### src/logic/bphc_defs.svh
// offsets, field positions, reset values and codes of the bridge config register bank
// Behaviour
// - two-bit power state reports D0 as 00 and D3 as 11 only
// - writes of codes 01 or 10 complete but leave power state unchanged
// - D3 to D0 change pulses internal chip reset, secondary reset untouched
// - power event enable and power event status bits always read zero
// - data select and data scale fields are read-only zero
// - bus state support and bus power clock enable read zero, writes ignored
// - hot-swap entry low byte returns capability identifier 0x6
// - hiding arm set by software writing 1, or at reset release with handle open
// - hiding arm cleared when hot-swap sequence enters its insertion state
// - interrupt mask 1 stops ENUM# drive, mask 0 allows it
// - pending insert/extract bit and programming interface field read zero
// - stored led control bit 1 lights the indicator, 0 darkens it
// - extraction flag set before removal, drives ENUM#, cleared by writing 1
// - insertion flag set after handle closed and reset gone, write 1 clears
// - legacy ISA enable 0 means legacy I/O ranges are neither claimed nor forwarded
// - legacy ISA enable 1 forwards the four legacy I/O ranges
`ifndef BPHC_DEFS_SVH
`define BPHC_DEFS_SVH

// register offsets (byte addresses, dword aligned)
`define BPHC_OFS_PM_CTRL_STATUS 8'h84
`define BPHC_OFS_HOTSWAP        8'h90
`define BPHC_OFS_MISC_CONTROL   8'hc0

// power state encodings
`define BPHC_PWR_D0             2'h0
`define BPHC_PWR_D3             2'h3
`define BPHC_PWR_RESET          2'h0

// hot-swap dword fields
`define BPHC_HS_CAP_ID          8'h06
`define BPHC_HS_NEXT_PTR        8'h00
`define BPHC_HS_ARM_BIT         16
`define BPHC_HS_MASK_BIT        17
`define BPHC_HS_LED_BIT         19
`define BPHC_HS_EXTRACT_BIT     22
`define BPHC_HS_INSERT_BIT      23

// edges after reset release before the synchronised handle shows the pin
`define BPHC_SYNC_SETTLE        2'h2

// misc control field
`define BPHC_MISC_ISA_BIT       8

// legacy ISA I/O windows, inclusive bounds
`define BPHC_ISA_GAME_LO        16'h0200
`define BPHC_ISA_GAME_HI        16'h0207
`define BPHC_ISA_FM_LO          16'h0388
`define BPHC_ISA_FM_HI          16'h038b
`define BPHC_ISA_AUDIO_LO       16'h0220
`define BPHC_ISA_AUDIO_HI       16'h0233
`define BPHC_ISA_MIDI_LO        16'h0330
`define BPHC_ISA_MIDI_HI        16'h0331

`endif

### src/logic/bphc_pkg.sv
// types shared by the bridge config register bank
package bphc_pkg;
    typedef logic [7:0]  bphc_addr_t;
    typedef logic [31:0] bphc_word_t;
    typedef logic [1:0]  bphc_pwr_t;
    typedef logic [15:0] bphc_io_addr_t;
endpackage : bphc_pkg

### src/logic/bphc_sync.sv
// two flip-flop synchroniser for pin-level inputs
`timescale 1ns/100ps
module bphc_sync #(
    parameter int WIDTH = 1
) (
    input  wire logic             clk,     // domain clock
    input  wire logic             rst,     // synchronous reset, high
    input  wire logic [WIDTH-1:0] async_in, // level from a pin
    output logic      [WIDTH-1:0] sync_out  // level safe for logic
);
    logic [WIDTH-1:0] stage1_reg;

    // first stage feeds only the second stage
    always_ff @(posedge clk)
    begin
        if (rst)
        begin
            stage1_reg <= '0;
            sync_out   <= '0;
        end
        else
        begin
            stage1_reg <= async_in;
            sync_out   <= stage1_reg;
        end
    end
endmodule : bphc_sync

### src/logic/bphc_regs.sv
// power management, hot-swap and misc control configuration registers of the bridge
`timescale 1ns/100ps
`include "bphc_defs.svh"
module bphc_regs
    import bphc_pkg::*;
(
    input  wire logic          CLK,            // primary bus clock, 200 MHz
    input  wire logic          RST,            // primary bus reset, sync, high
    input  wire logic          CFG_WR,         // config write strobe, one cycle
    input  wire logic          CFG_RD,         // config read strobe, one cycle
    input  wire bphc_addr_t    CFG_ADDR,       // config byte address, low bits ignored
    input  wire logic [3:0]    CFG_BE_N,       // byte enables, active low
    input  wire bphc_word_t    CFG_WDATA,      // write data
    output bphc_word_t         CFG_RDATA,      // read data, registered
    output logic               CFG_RVALID,     // read data valid pulse
    input  wire logic          HANDLE_OPEN,    // ejector handle open, async pin
    input  wire logic          HS_INSERT_STATE, // hot-swap sequence in insertion state
    output logic               ENUM_N_O,       // enum pin output value
    output logic               ENUM_N_OE,      // enum pin drive enable
    output logic               LED_ON,         // indicator led drive
    output logic               CHIP_RESET,     // internal chip reset pulse
    output logic               LEGACY_ISA_EN,  // legacy ISA forwarding enabled
    input  wire logic          IO_REQ,         // primary I/O access present
    input  wire bphc_io_addr_t IO_ADDR,        // primary I/O address
    output logic               ISA_CLAIM       // claim and forward to secondary
);

    // register state
    bphc_pwr_t  power_state_field_reg;
    logic       arm_reg;
    logic       mask_reg;
    logic       led_reg;
    logic       extract_reg;
    logic       insert_reg;
    logic       isa_en_reg;
    logic [1:0] settle_reg;
    logic       handle_prev_reg;

    // decoded access
    bphc_addr_t dw_addr;
    logic       wr_pm;
    logic       wr_hs;
    logic       wr_misc;
    logic       handle_open_s;
    logic       hs_closed_event;
    logic       hs_open_at_start;
    logic       hs_open_event;
    logic       settle_first;
    logic       settle_done;
    logic       isa_hit;
    bphc_word_t rd_word;

    // ejector handle comes from a pin
    bphc_sync #(
        .WIDTH(1)
    ) u_handle_sync (
        .clk      (CLK),
        .rst      (RST),
        .async_in (HANDLE_OPEN),
        .sync_out (handle_open_s)
    );

    // dword address and per-register write qualifiers
    assign dw_addr = {CFG_ADDR[7:2], 2'b00};

    always_comb
    begin
        wr_pm   = 1'b0;
        wr_hs   = 1'b0;
        wr_misc = 1'b0;
        if (CFG_WR && dw_addr == `BPHC_OFS_PM_CTRL_STATUS)
        begin
            wr_pm = !CFG_BE_N[0];
        end
        else if (CFG_WR && dw_addr == `BPHC_OFS_HOTSWAP)
        begin
            wr_hs = !CFG_BE_N[2];
        end
        else if (CFG_WR && dw_addr == `BPHC_OFS_MISC_CONTROL)
        begin
            wr_misc = !CFG_BE_N[1];
        end
    end

    // waits out the synchroniser after reset, then keeps the last handle level
    always_ff @(posedge CLK)
    begin
        if (RST)
        begin
            settle_reg      <= 2'h0;
            handle_prev_reg <= 1'b0;
        end
        else
        begin
            if (settle_reg <= `BPHC_SYNC_SETTLE)
            begin
                settle_reg <= settle_reg + 2'h1;
            end
            handle_prev_reg <= handle_open_s;
        end
    end

    // synchroniser is cleared by reset, so the first true handle level comes late
    assign settle_first = settle_reg == `BPHC_SYNC_SETTLE;
    assign settle_done  = settle_reg > `BPHC_SYNC_SETTLE;

    // handle events seen after primary reset is gone
    assign hs_closed_event  = !handle_open_s &&
                              (settle_first || (settle_done && handle_prev_reg));
    assign hs_open_at_start = handle_open_s && settle_first;
    assign hs_open_event    = handle_open_s && settle_done && !handle_prev_reg;

    // power state: only D0 and D3 are accepted
    always_ff @(posedge CLK)
    begin
        if (RST)
        begin
            power_state_field_reg <= `BPHC_PWR_RESET;
        end
        else if (wr_pm && (CFG_WDATA[1:0] == `BPHC_PWR_D0 ||
                           CFG_WDATA[1:0] == `BPHC_PWR_D3))
        begin
            power_state_field_reg <= CFG_WDATA[1:0]; // codes 01 and 10 dropped
        end
    end

    // chip reset pulse on D3 to D0, secondary reset not involved
    always_ff @(posedge CLK)
    begin
        if (RST)
        begin
            CHIP_RESET <= 1'b0;
        end
        else
        begin
            CHIP_RESET <= wr_pm && power_state_field_reg == `BPHC_PWR_D3 &&
                          CFG_WDATA[1:0] == `BPHC_PWR_D0;
        end
    end

    // device hiding arm: hardware set wins over any clear
    always_ff @(posedge CLK)
    begin
        if (RST)
        begin
            arm_reg <= 1'b0;
        end
        else if (hs_open_at_start || (wr_hs && CFG_WDATA[`BPHC_HS_ARM_BIT]))
        begin
            arm_reg <= 1'b1;
        end
        else if (HS_INSERT_STATE)
        begin
            arm_reg <= 1'b0;
        end
        else if (wr_hs)
        begin
            arm_reg <= 1'b0;
        end
    end

    // interrupt mask and led control
    always_ff @(posedge CLK)
    begin
        if (RST)
        begin
            mask_reg <= 1'b0;
            led_reg  <= 1'b0;
        end
        else if (wr_hs)
        begin
            mask_reg <= CFG_WDATA[`BPHC_HS_MASK_BIT];
            led_reg  <= CFG_WDATA[`BPHC_HS_LED_BIT];
        end
    end

    // extraction flag: set on handle opening, write 1 clears, set wins
    always_ff @(posedge CLK)
    begin
        if (RST)
        begin
            extract_reg <= 1'b0;
        end
        else if (hs_open_event)
        begin
            extract_reg <= 1'b1;
        end
        else if (wr_hs && CFG_WDATA[`BPHC_HS_EXTRACT_BIT])
        begin
            extract_reg <= 1'b0;
        end
    end

    // insertion flag: set once handle closed with reset released
    always_ff @(posedge CLK)
    begin
        if (RST)
        begin
            insert_reg <= 1'b0;
        end
        else if (hs_closed_event)
        begin
            insert_reg <= 1'b1;
        end
        else if (wr_hs && CFG_WDATA[`BPHC_HS_INSERT_BIT])
        begin
            insert_reg <= 1'b0;
        end
    end

    // enum open-drain pin, only ever pulls low
    always_ff @(posedge CLK)
    begin
        if (RST)
        begin
            ENUM_N_O  <= 1'b1;
            ENUM_N_OE <= 1'b0;
        end
        else
        begin
            ENUM_N_O  <= 1'b0;
            ENUM_N_OE <= (insert_reg || extract_reg) && !mask_reg;
        end
    end

    // led pin follows stored control bit
    always_ff @(posedge CLK)
    begin
        if (RST)
        begin
            LED_ON <= 1'b0;
        end
        else
        begin
            LED_ON <= led_reg;
        end
    end

    // legacy ISA enable, only bit 8 is writable
    always_ff @(posedge CLK)
    begin
        if (RST)
        begin
            isa_en_reg <= 1'b0;
        end
        else if (wr_misc)
        begin
            isa_en_reg <= CFG_WDATA[`BPHC_MISC_ISA_BIT];
        end
    end

    // legacy I/O window match
    always_comb
    begin
        isa_hit = 1'b0;
        if (IO_ADDR >= `BPHC_ISA_GAME_LO && IO_ADDR <= `BPHC_ISA_GAME_HI)
        begin
            isa_hit = 1'b1;
        end
        else if (IO_ADDR >= `BPHC_ISA_FM_LO && IO_ADDR <= `BPHC_ISA_FM_HI)
        begin
            isa_hit = 1'b1;
        end
        else if (IO_ADDR >= `BPHC_ISA_AUDIO_LO && IO_ADDR <= `BPHC_ISA_AUDIO_HI)
        begin
            isa_hit = 1'b1;
        end
        else if (IO_ADDR >= `BPHC_ISA_MIDI_LO && IO_ADDR <= `BPHC_ISA_MIDI_HI)
        begin
            isa_hit = 1'b1;
        end
    end

    // claim decision and enable level for the forwarding path
    always_ff @(posedge CLK)
    begin
        if (RST)
        begin
            ISA_CLAIM     <= 1'b0;
            LEGACY_ISA_EN <= 1'b0;
        end
        else
        begin
            ISA_CLAIM     <= IO_REQ && isa_hit && isa_en_reg;
            LEGACY_ISA_EN <= isa_en_reg;
        end
    end

    // read mux, unimplemented and reserved fields return zero
    always_comb
    begin
        rd_word = '0;
        if (dw_addr == `BPHC_OFS_PM_CTRL_STATUS)
        begin
            rd_word[1:0] = power_state_field_reg;
        end
        else if (dw_addr == `BPHC_OFS_HOTSWAP)
        begin
            rd_word[7:0]                 = `BPHC_HS_CAP_ID;
            rd_word[15:8]                = `BPHC_HS_NEXT_PTR;
            rd_word[`BPHC_HS_ARM_BIT]     = arm_reg;
            rd_word[`BPHC_HS_MASK_BIT]    = mask_reg;
            rd_word[`BPHC_HS_LED_BIT]     = led_reg; // bits 18,21,20 zero
            rd_word[`BPHC_HS_EXTRACT_BIT] = extract_reg;
            rd_word[`BPHC_HS_INSERT_BIT]  = insert_reg;
        end
        else if (dw_addr == `BPHC_OFS_MISC_CONTROL)
        begin
            rd_word[`BPHC_MISC_ISA_BIT]  = isa_en_reg;
        end
    end

    // registered read answer, byte enables only gate writes
    always_ff @(posedge CLK)
    begin
        if (RST)
        begin
            CFG_RDATA  <= '0;
            CFG_RVALID <= 1'b0;
        end
        else
        begin
            CFG_RVALID <= CFG_RD;
            if (CFG_RD)
            begin
                CFG_RDATA <= rd_word;
            end
        end
    end

endmodule : bphc_regs

### config.mk
export PLATFORM = sky130hd
export DESIGN_NAME = bphc_regs
export DESIGN_NICKNAME = d
export VERILOG_FILES = /design/src/logic/bphc_pkg.sv /design/src/logic/bphc_sync.sv /design/src/logic/bphc_regs.sv
export VERILOG_INCLUDE_DIRS = /design/src /design/src/logic
export SDC_FILE = /design/constraint.sdc
export NUM_CORES = 1
export LEC_CHECK = 0
export BUFFER_PORTS_ARGS = -buffer_cell sky130_fd_sc_hd__buf_2
export CORE_MARGIN = 5
export CORE_UTILIZATION = 40
export DETAILED_ROUTE_END_ITERATION = 6
export PLACE_DENSITY_LB_ADDON = 0.1
export SKIP_CTS_REPAIR_TIMING = 1
export SYNTH_ARGS = -nofsm -noshare
export SYNTH_HDL_FRONTEND = slang
export SYNTH_HIERARCHICAL = 1
export SYNTH_SLANG_ARGS = --single-unit
### constraint.sdc
create_clock -name CLK -period 1.4 [get_ports CLK]
set_clock_uncertainty 0.1 [all_clocks]
set_input_delay 0 -clock CLK [delete_from_list [all_inputs] [get_ports CLK]]
set_output_delay 0 -clock CLK [all_outputs]
set_load 0.05 [all_outputs]
After elaboration in Yosys (flattened, before gate mapping)
Index checks and enable logic that the tools add are counted.

Latch bits: 0. Memories kept: 0. Flip-flop bits (word level): 41. Bits in writable memories: 0. Output and inout port bits: 39. Memory bits (read-only): 0. Word-level logic and storage cells: 99. Input port bits: 67.

Magnitude comparators: 10. Shift operators: 0. $add $sub $neg: 1. Mux-type cells: 28. Reduce and logical (&&, ||, !) cells: 35. Bitwise operators: 0. Equal/unequal tests: 6. Divide/modulo/power cells: 0. $mul: 0.

Operators by type and width (number): $ge 16x10->1 const B (4); $le 16x10->1 const B (4); $mux 1 (22); $logic_and 1x1->1 (21); $eq 6x6->1 const B (3); $mux 16 (1); $mux 9 (1); $eq 2x2->1 const B (3); $logic_not 1->1 (6); $mux 2 (3); $logic_or 1x1->1 (4); $reduce_bool 2->1 (2); $mux 3 (1); $reduce_bool 3->1 (1); $add 2x1->2 const B (1); $gt 2x2->1 const B (1); $le 2x2->1 const B (1); $logic_not 2->1 (1).

Longest topological paths before layout
Depth after elaboration: 8. Mapped depth: 5. Mapped depth without buffers: 5.

By module
Netlist, hierarchy kept.

Modules (own cells, without submodules): bphc_regs (sequential area each 540.5 µm², times used 1, area an instance 1410.1 µm², cells an instance 155); bphc_sync (sequential area each 40.0 µm², times used 1, area an instance 52.6 µm², cells an instance 4).

Worst setup path after synthesis
OpenSTA, ideal clock, no wires.

Path kind: register -> register. Start: register, netlist name CFG_RDATA[1]. End: register CFG_RDATA[1]. Setup time: 91 ps. Cell stages (with the launch flop): 3. Data arrival time: 919 ps. Setup slack: 290 ps. Clock period less this slack: 1110 ps. Cells stage by stage: dfxtp_1 -> nor2_1 -> a311oi_1.

RTL lines: end signal, assigned (RTL line bphc_regs.sv:326) `CFG_RDATA <= rd_word;`; end, declared (RTL line bphc_regs.sv:14) `output bphc_word_t CFG_RDATA,`.

Worst setup path after layout
Start: input port CFG_BE_N[0]. End: register power_state_field_reg[0].

Longest elaborated chain between the ends: 3.

RTL lines: start, declared (RTL line bphc_regs.sv:12) `input wire logic [3:0] CFG_BE_N,`; $logic_not 1->1 (RTL line bphc_regs.sv:73) `wr_pm = !CFG_BE_N[0];`; $mux 1 (RTL line bphc_regs.sv:71) `` if (CFG_WR && dw_addr == `BPHC_OFS_PM_CTRL_STATUS) ``; $logic_and 1x1->1 (RTL line bphc_regs.sv:120) `` else if (wr_pm && (CFG_WDATA[1:0] == `BPHC_PWR_D0 || ``; end signal, assigned (RTL line bphc_regs.sv:118) `` power_state_field_reg <= `BPHC_PWR_RESET; ``; end signal, assigned (RTL line bphc_regs.sv:123) `power_state_field_reg <= CFG_WDATA[1:0];`; end, declared (RTL line bphc_regs.sv:29) `bphc_pwr_t power_state_field_reg;`.

Every way passes these cells. A chain may end at the register's enable or synchronous reset.

==> impl_metrics.tcl <==
set metrics [dict create \
    h-tree-depth 2 \
    register_clock_pin_slew_on_the_reported_worst_setup_and_hold_paths_ps 60 \
    nNetsFinal 309 \
    vertical_die_dimension_um 70.5 \
    criticalPathCategory "input pin to register" \
    fp-row-count 22 \
    placement.cell_area_mm2 0.00170 \
    first_pass_iters 4 \
    drv_cap 0 \
    start_kind "input pin" \
    drtIter0Drc 51 \
    synth_cell_type_count 37 \
    route.final.wire_length_um 3670 \
    ir_drop_mv 0.613 \
    dpl.hpwl_um 2570 \
    layout-drive-gt1-share_pct 29.2 \
    largest_register_ffs 9 \
    drc_errors 0 \
    antenna_found_initial 0 \
    ys_ff_latch 29 \
    finish.utilization_pct 56.3 \
    status "complete, but fails checks" \
    vias_per_cell 4.69 \
    dieArea_mm2 0.00497 \
    pin_count_of_the_biggest_net_entering_global_routing 21 \
    num_antenna_cells 0 \
    synth_enable_flop_cells 0 \
    routedWlPerCell_um 12.7 \
    global_route.usage.total_pct 13.7 \
    power_per_cell_area_mw_per_mm2 1010 \
    hold_path_class "input pin to register" \
    synth-seq-area-share_pct 39.7 \
    setup_tns_ps 0 \
    cts_tree "built" \
    final_hold_fails 4 \
    min_period_ps 1240 \
    cts.root.buffer_cell "sky130_fd_sc_hd__clkbuf_8" \
    grt_remaining_overflow 0 \
    detailroute.via_count 1351 \
    hold_ws_ps -40.1 \
    synthesis.area_mm2 0.00146 \
    violations "negative hold slack" \
    die-width_um 70.5 \
    synthFlopType "sky130_fd_sc_hd__dfxtp_1" \
    detail-route-antenna-nets 0 \
    worst_endpoint_required_time_ps 1510 \
    gpl.final_weighted_congestion 0.800 \
    arrival_ps 1350 \
    leading_cell_type_in_the_layout_fill_and_taps_excluded "sky130_fd_sc_hd__buf_2" \
    worst_r2r_startpoint "settle_reg[0]$_SDFFE_PP0P_" \
    first_global_vias 1225 \
    fill_cells 337 \
    wire_length_of_the_first_global_routing_pass_um 5330 \
    power_leakage_nw 0.914 \
    setup_viol 0 \
    total_power_of_the_final_layout_mw 2.05 \
    min-delay-start "CFG_WDATA[8]" \
    reg2reg_depth 3 \
    instances_no_fill 288 \
    postSynthCellCount 159 \
    setup.worst_path.start "CFG_BE_N[0]" \
    floorplan.initialDensity_pct 40.6 \
    maxClockFrequency_ghz 0.805 \
    final.period_utilization_pct 88.8 \
    clock_insertion_delay_worst_skew_ps 280 \
    postLayoutCellArea_mm2 0.00203 \
    synthesis.area_per_instance_um2 9.20 \
    slew_viol_final 0 \
    post-place-cells 257 \
    cp-end-kind "register" \
    fp.coreArea_mm2 0.00361 \
    numPortBuffers 54 \
    rsz_0062_raised_after_global_routing "false" \
    worstPathMaxFanout 2 \
    hold-path-cell-count 3 \
    ioPinCount 106 \
    dp_slack_ps 136 \
    cts.path.max_buffers 2 \
    yosys_warnings 6 \
    syn_to_final_growth_pct 38.8 \
    postLayoutSetupSlackWorst_ps 157 \
    async_s_r_ff_share_synth_pct 0 \
    numCtsBuffers 5 \
    cts.sinks 29 \
    leading_cell_types_in_the_layout_fill_and_taps_excluded "sky130_fd_sc_hd__buf_2 (54), sky130_fd_sc_hd__dfxtp_1 (29), sky130_fd_sc_hd__conb_1 (23), sky130_fd_sc_hd__dlygate4sd3_1 (23), sky130_fd_sc_hd__nand2b_1 (14)" \
]
-- per-layer routing --
metal	part of all wire, %	vias to the layer above	GRT usage (%)
met4	2.4	0	5.32
li1	-	673	-
met3	13	9	7.77
met1	41	592	15.5
met5	0	-	0
met2	43	77	21.3
-- final timing paths --
path / end / slack (ps)
worst max register to register: insert_reg$_SDFFE_PP0P_ / 230
worst min-delay path: isa_en_reg$_SDFFE_PP0P_ / -40
worst min register to register: u_handle_sync/sync_out$_SDFF_PP0_ / 360
worst max-delay path: power_state_field_reg[0]$_SDFFE_PP0P_ / 160
-- cells in the mapped netlist, types with 2 or more instances --
cell,instances,area [µm²]
sky130_fd_sc_hd__a21oi_1,13,65.1
sky130_fd_sc_hd__and4b_1,2,20.0
sky130_fd_sc_hd__buf_4,24,180
sky130_fd_sc_hd__clkbuf_1,5,18.8
sky130_fd_sc_hd__dfxtp_1,29,581
sky130_fd_sc_hd__ha_1,3,37.5
sky130_fd_sc_hd__inv_1,6,22.5
sky130_fd_sc_hd__mux2i_1,2,20.0
sky130_fd_sc_hd__nand2_1,2,7.51
sky130_fd_sc_hd__nand2b_1,14,87.6
sky130_fd_sc_hd__nand3_1,5,25.0
sky130_fd_sc_hd__nand4_1,6,37.5
sky130_fd_sc_hd__nand4b_1,4,35.0
sky130_fd_sc_hd__nor2_1,5,18.8
sky130_fd_sc_hd__nor2b_1,10,62.6
sky130_fd_sc_hd__nor3_1,4,20.0
sky130_fd_sc_hd__nor4b_1,2,17.5
sky130_fd_sc_hd__o21ai_0,2,10.0
sky130_fd_sc_hd__o21ai_1,3,15.0
-- logic make-up (layout without fill, tap and decap cells) --
logic type | Yosys count | in the layout | synth area share [%]
buffers and inverters | 35 | 94 | 15.1
and+or+nand+nor | 63 | 63 | 30.0
AOI/OAI and AO/OA | 24 | 24 | 9.58
muxes | 3 | 3 | 2.14
other | 1 | 23 | 0.256
DFF | 29 | 29 | 39.7
xor gates and xnor gates | 1 | 1 | 0.599
adders and majority gates | 3 | 3 | 2.57
-- critical path, stage by stage --
cell and delay, ps:
sky130_fd_sc_hd__dlygate4sd3_1 550, sky130_fd_sc_hd__buf_2 130, sky130_fd_sc_hd__nor3b_1 180, sky130_fd_sc_hd__and4b_1 290
sky130_fd_sc_hd__mux2i_1 190
-- power breakdown --
part           switching, mW  internal [mW]  total, mW  leakage (nW)
logic                  0.279          0.147      0.426         0.624
clock network          0.307          0.443      0.751        0.0542
registers             0.0197          0.857      0.877         0.236
total                  0.606           1.45       2.05         0.914
-- layout make-up --
class / count / area [µm²] / share of cell area, %
multi-input combinational: 117 / 743 / 36.6
sequential: 29 / 581 / 28.6
timing repair buffer: 80 / 523 / 25.8
clock buffer: 7 / 96.3 / 4.74
tap: 48 / 60.1 / 2.96
inverter: 6 / 22.5 / 1.11
clock inverter: 1 / 5.00 / 0.246
(Power assumes the default switching activity.)
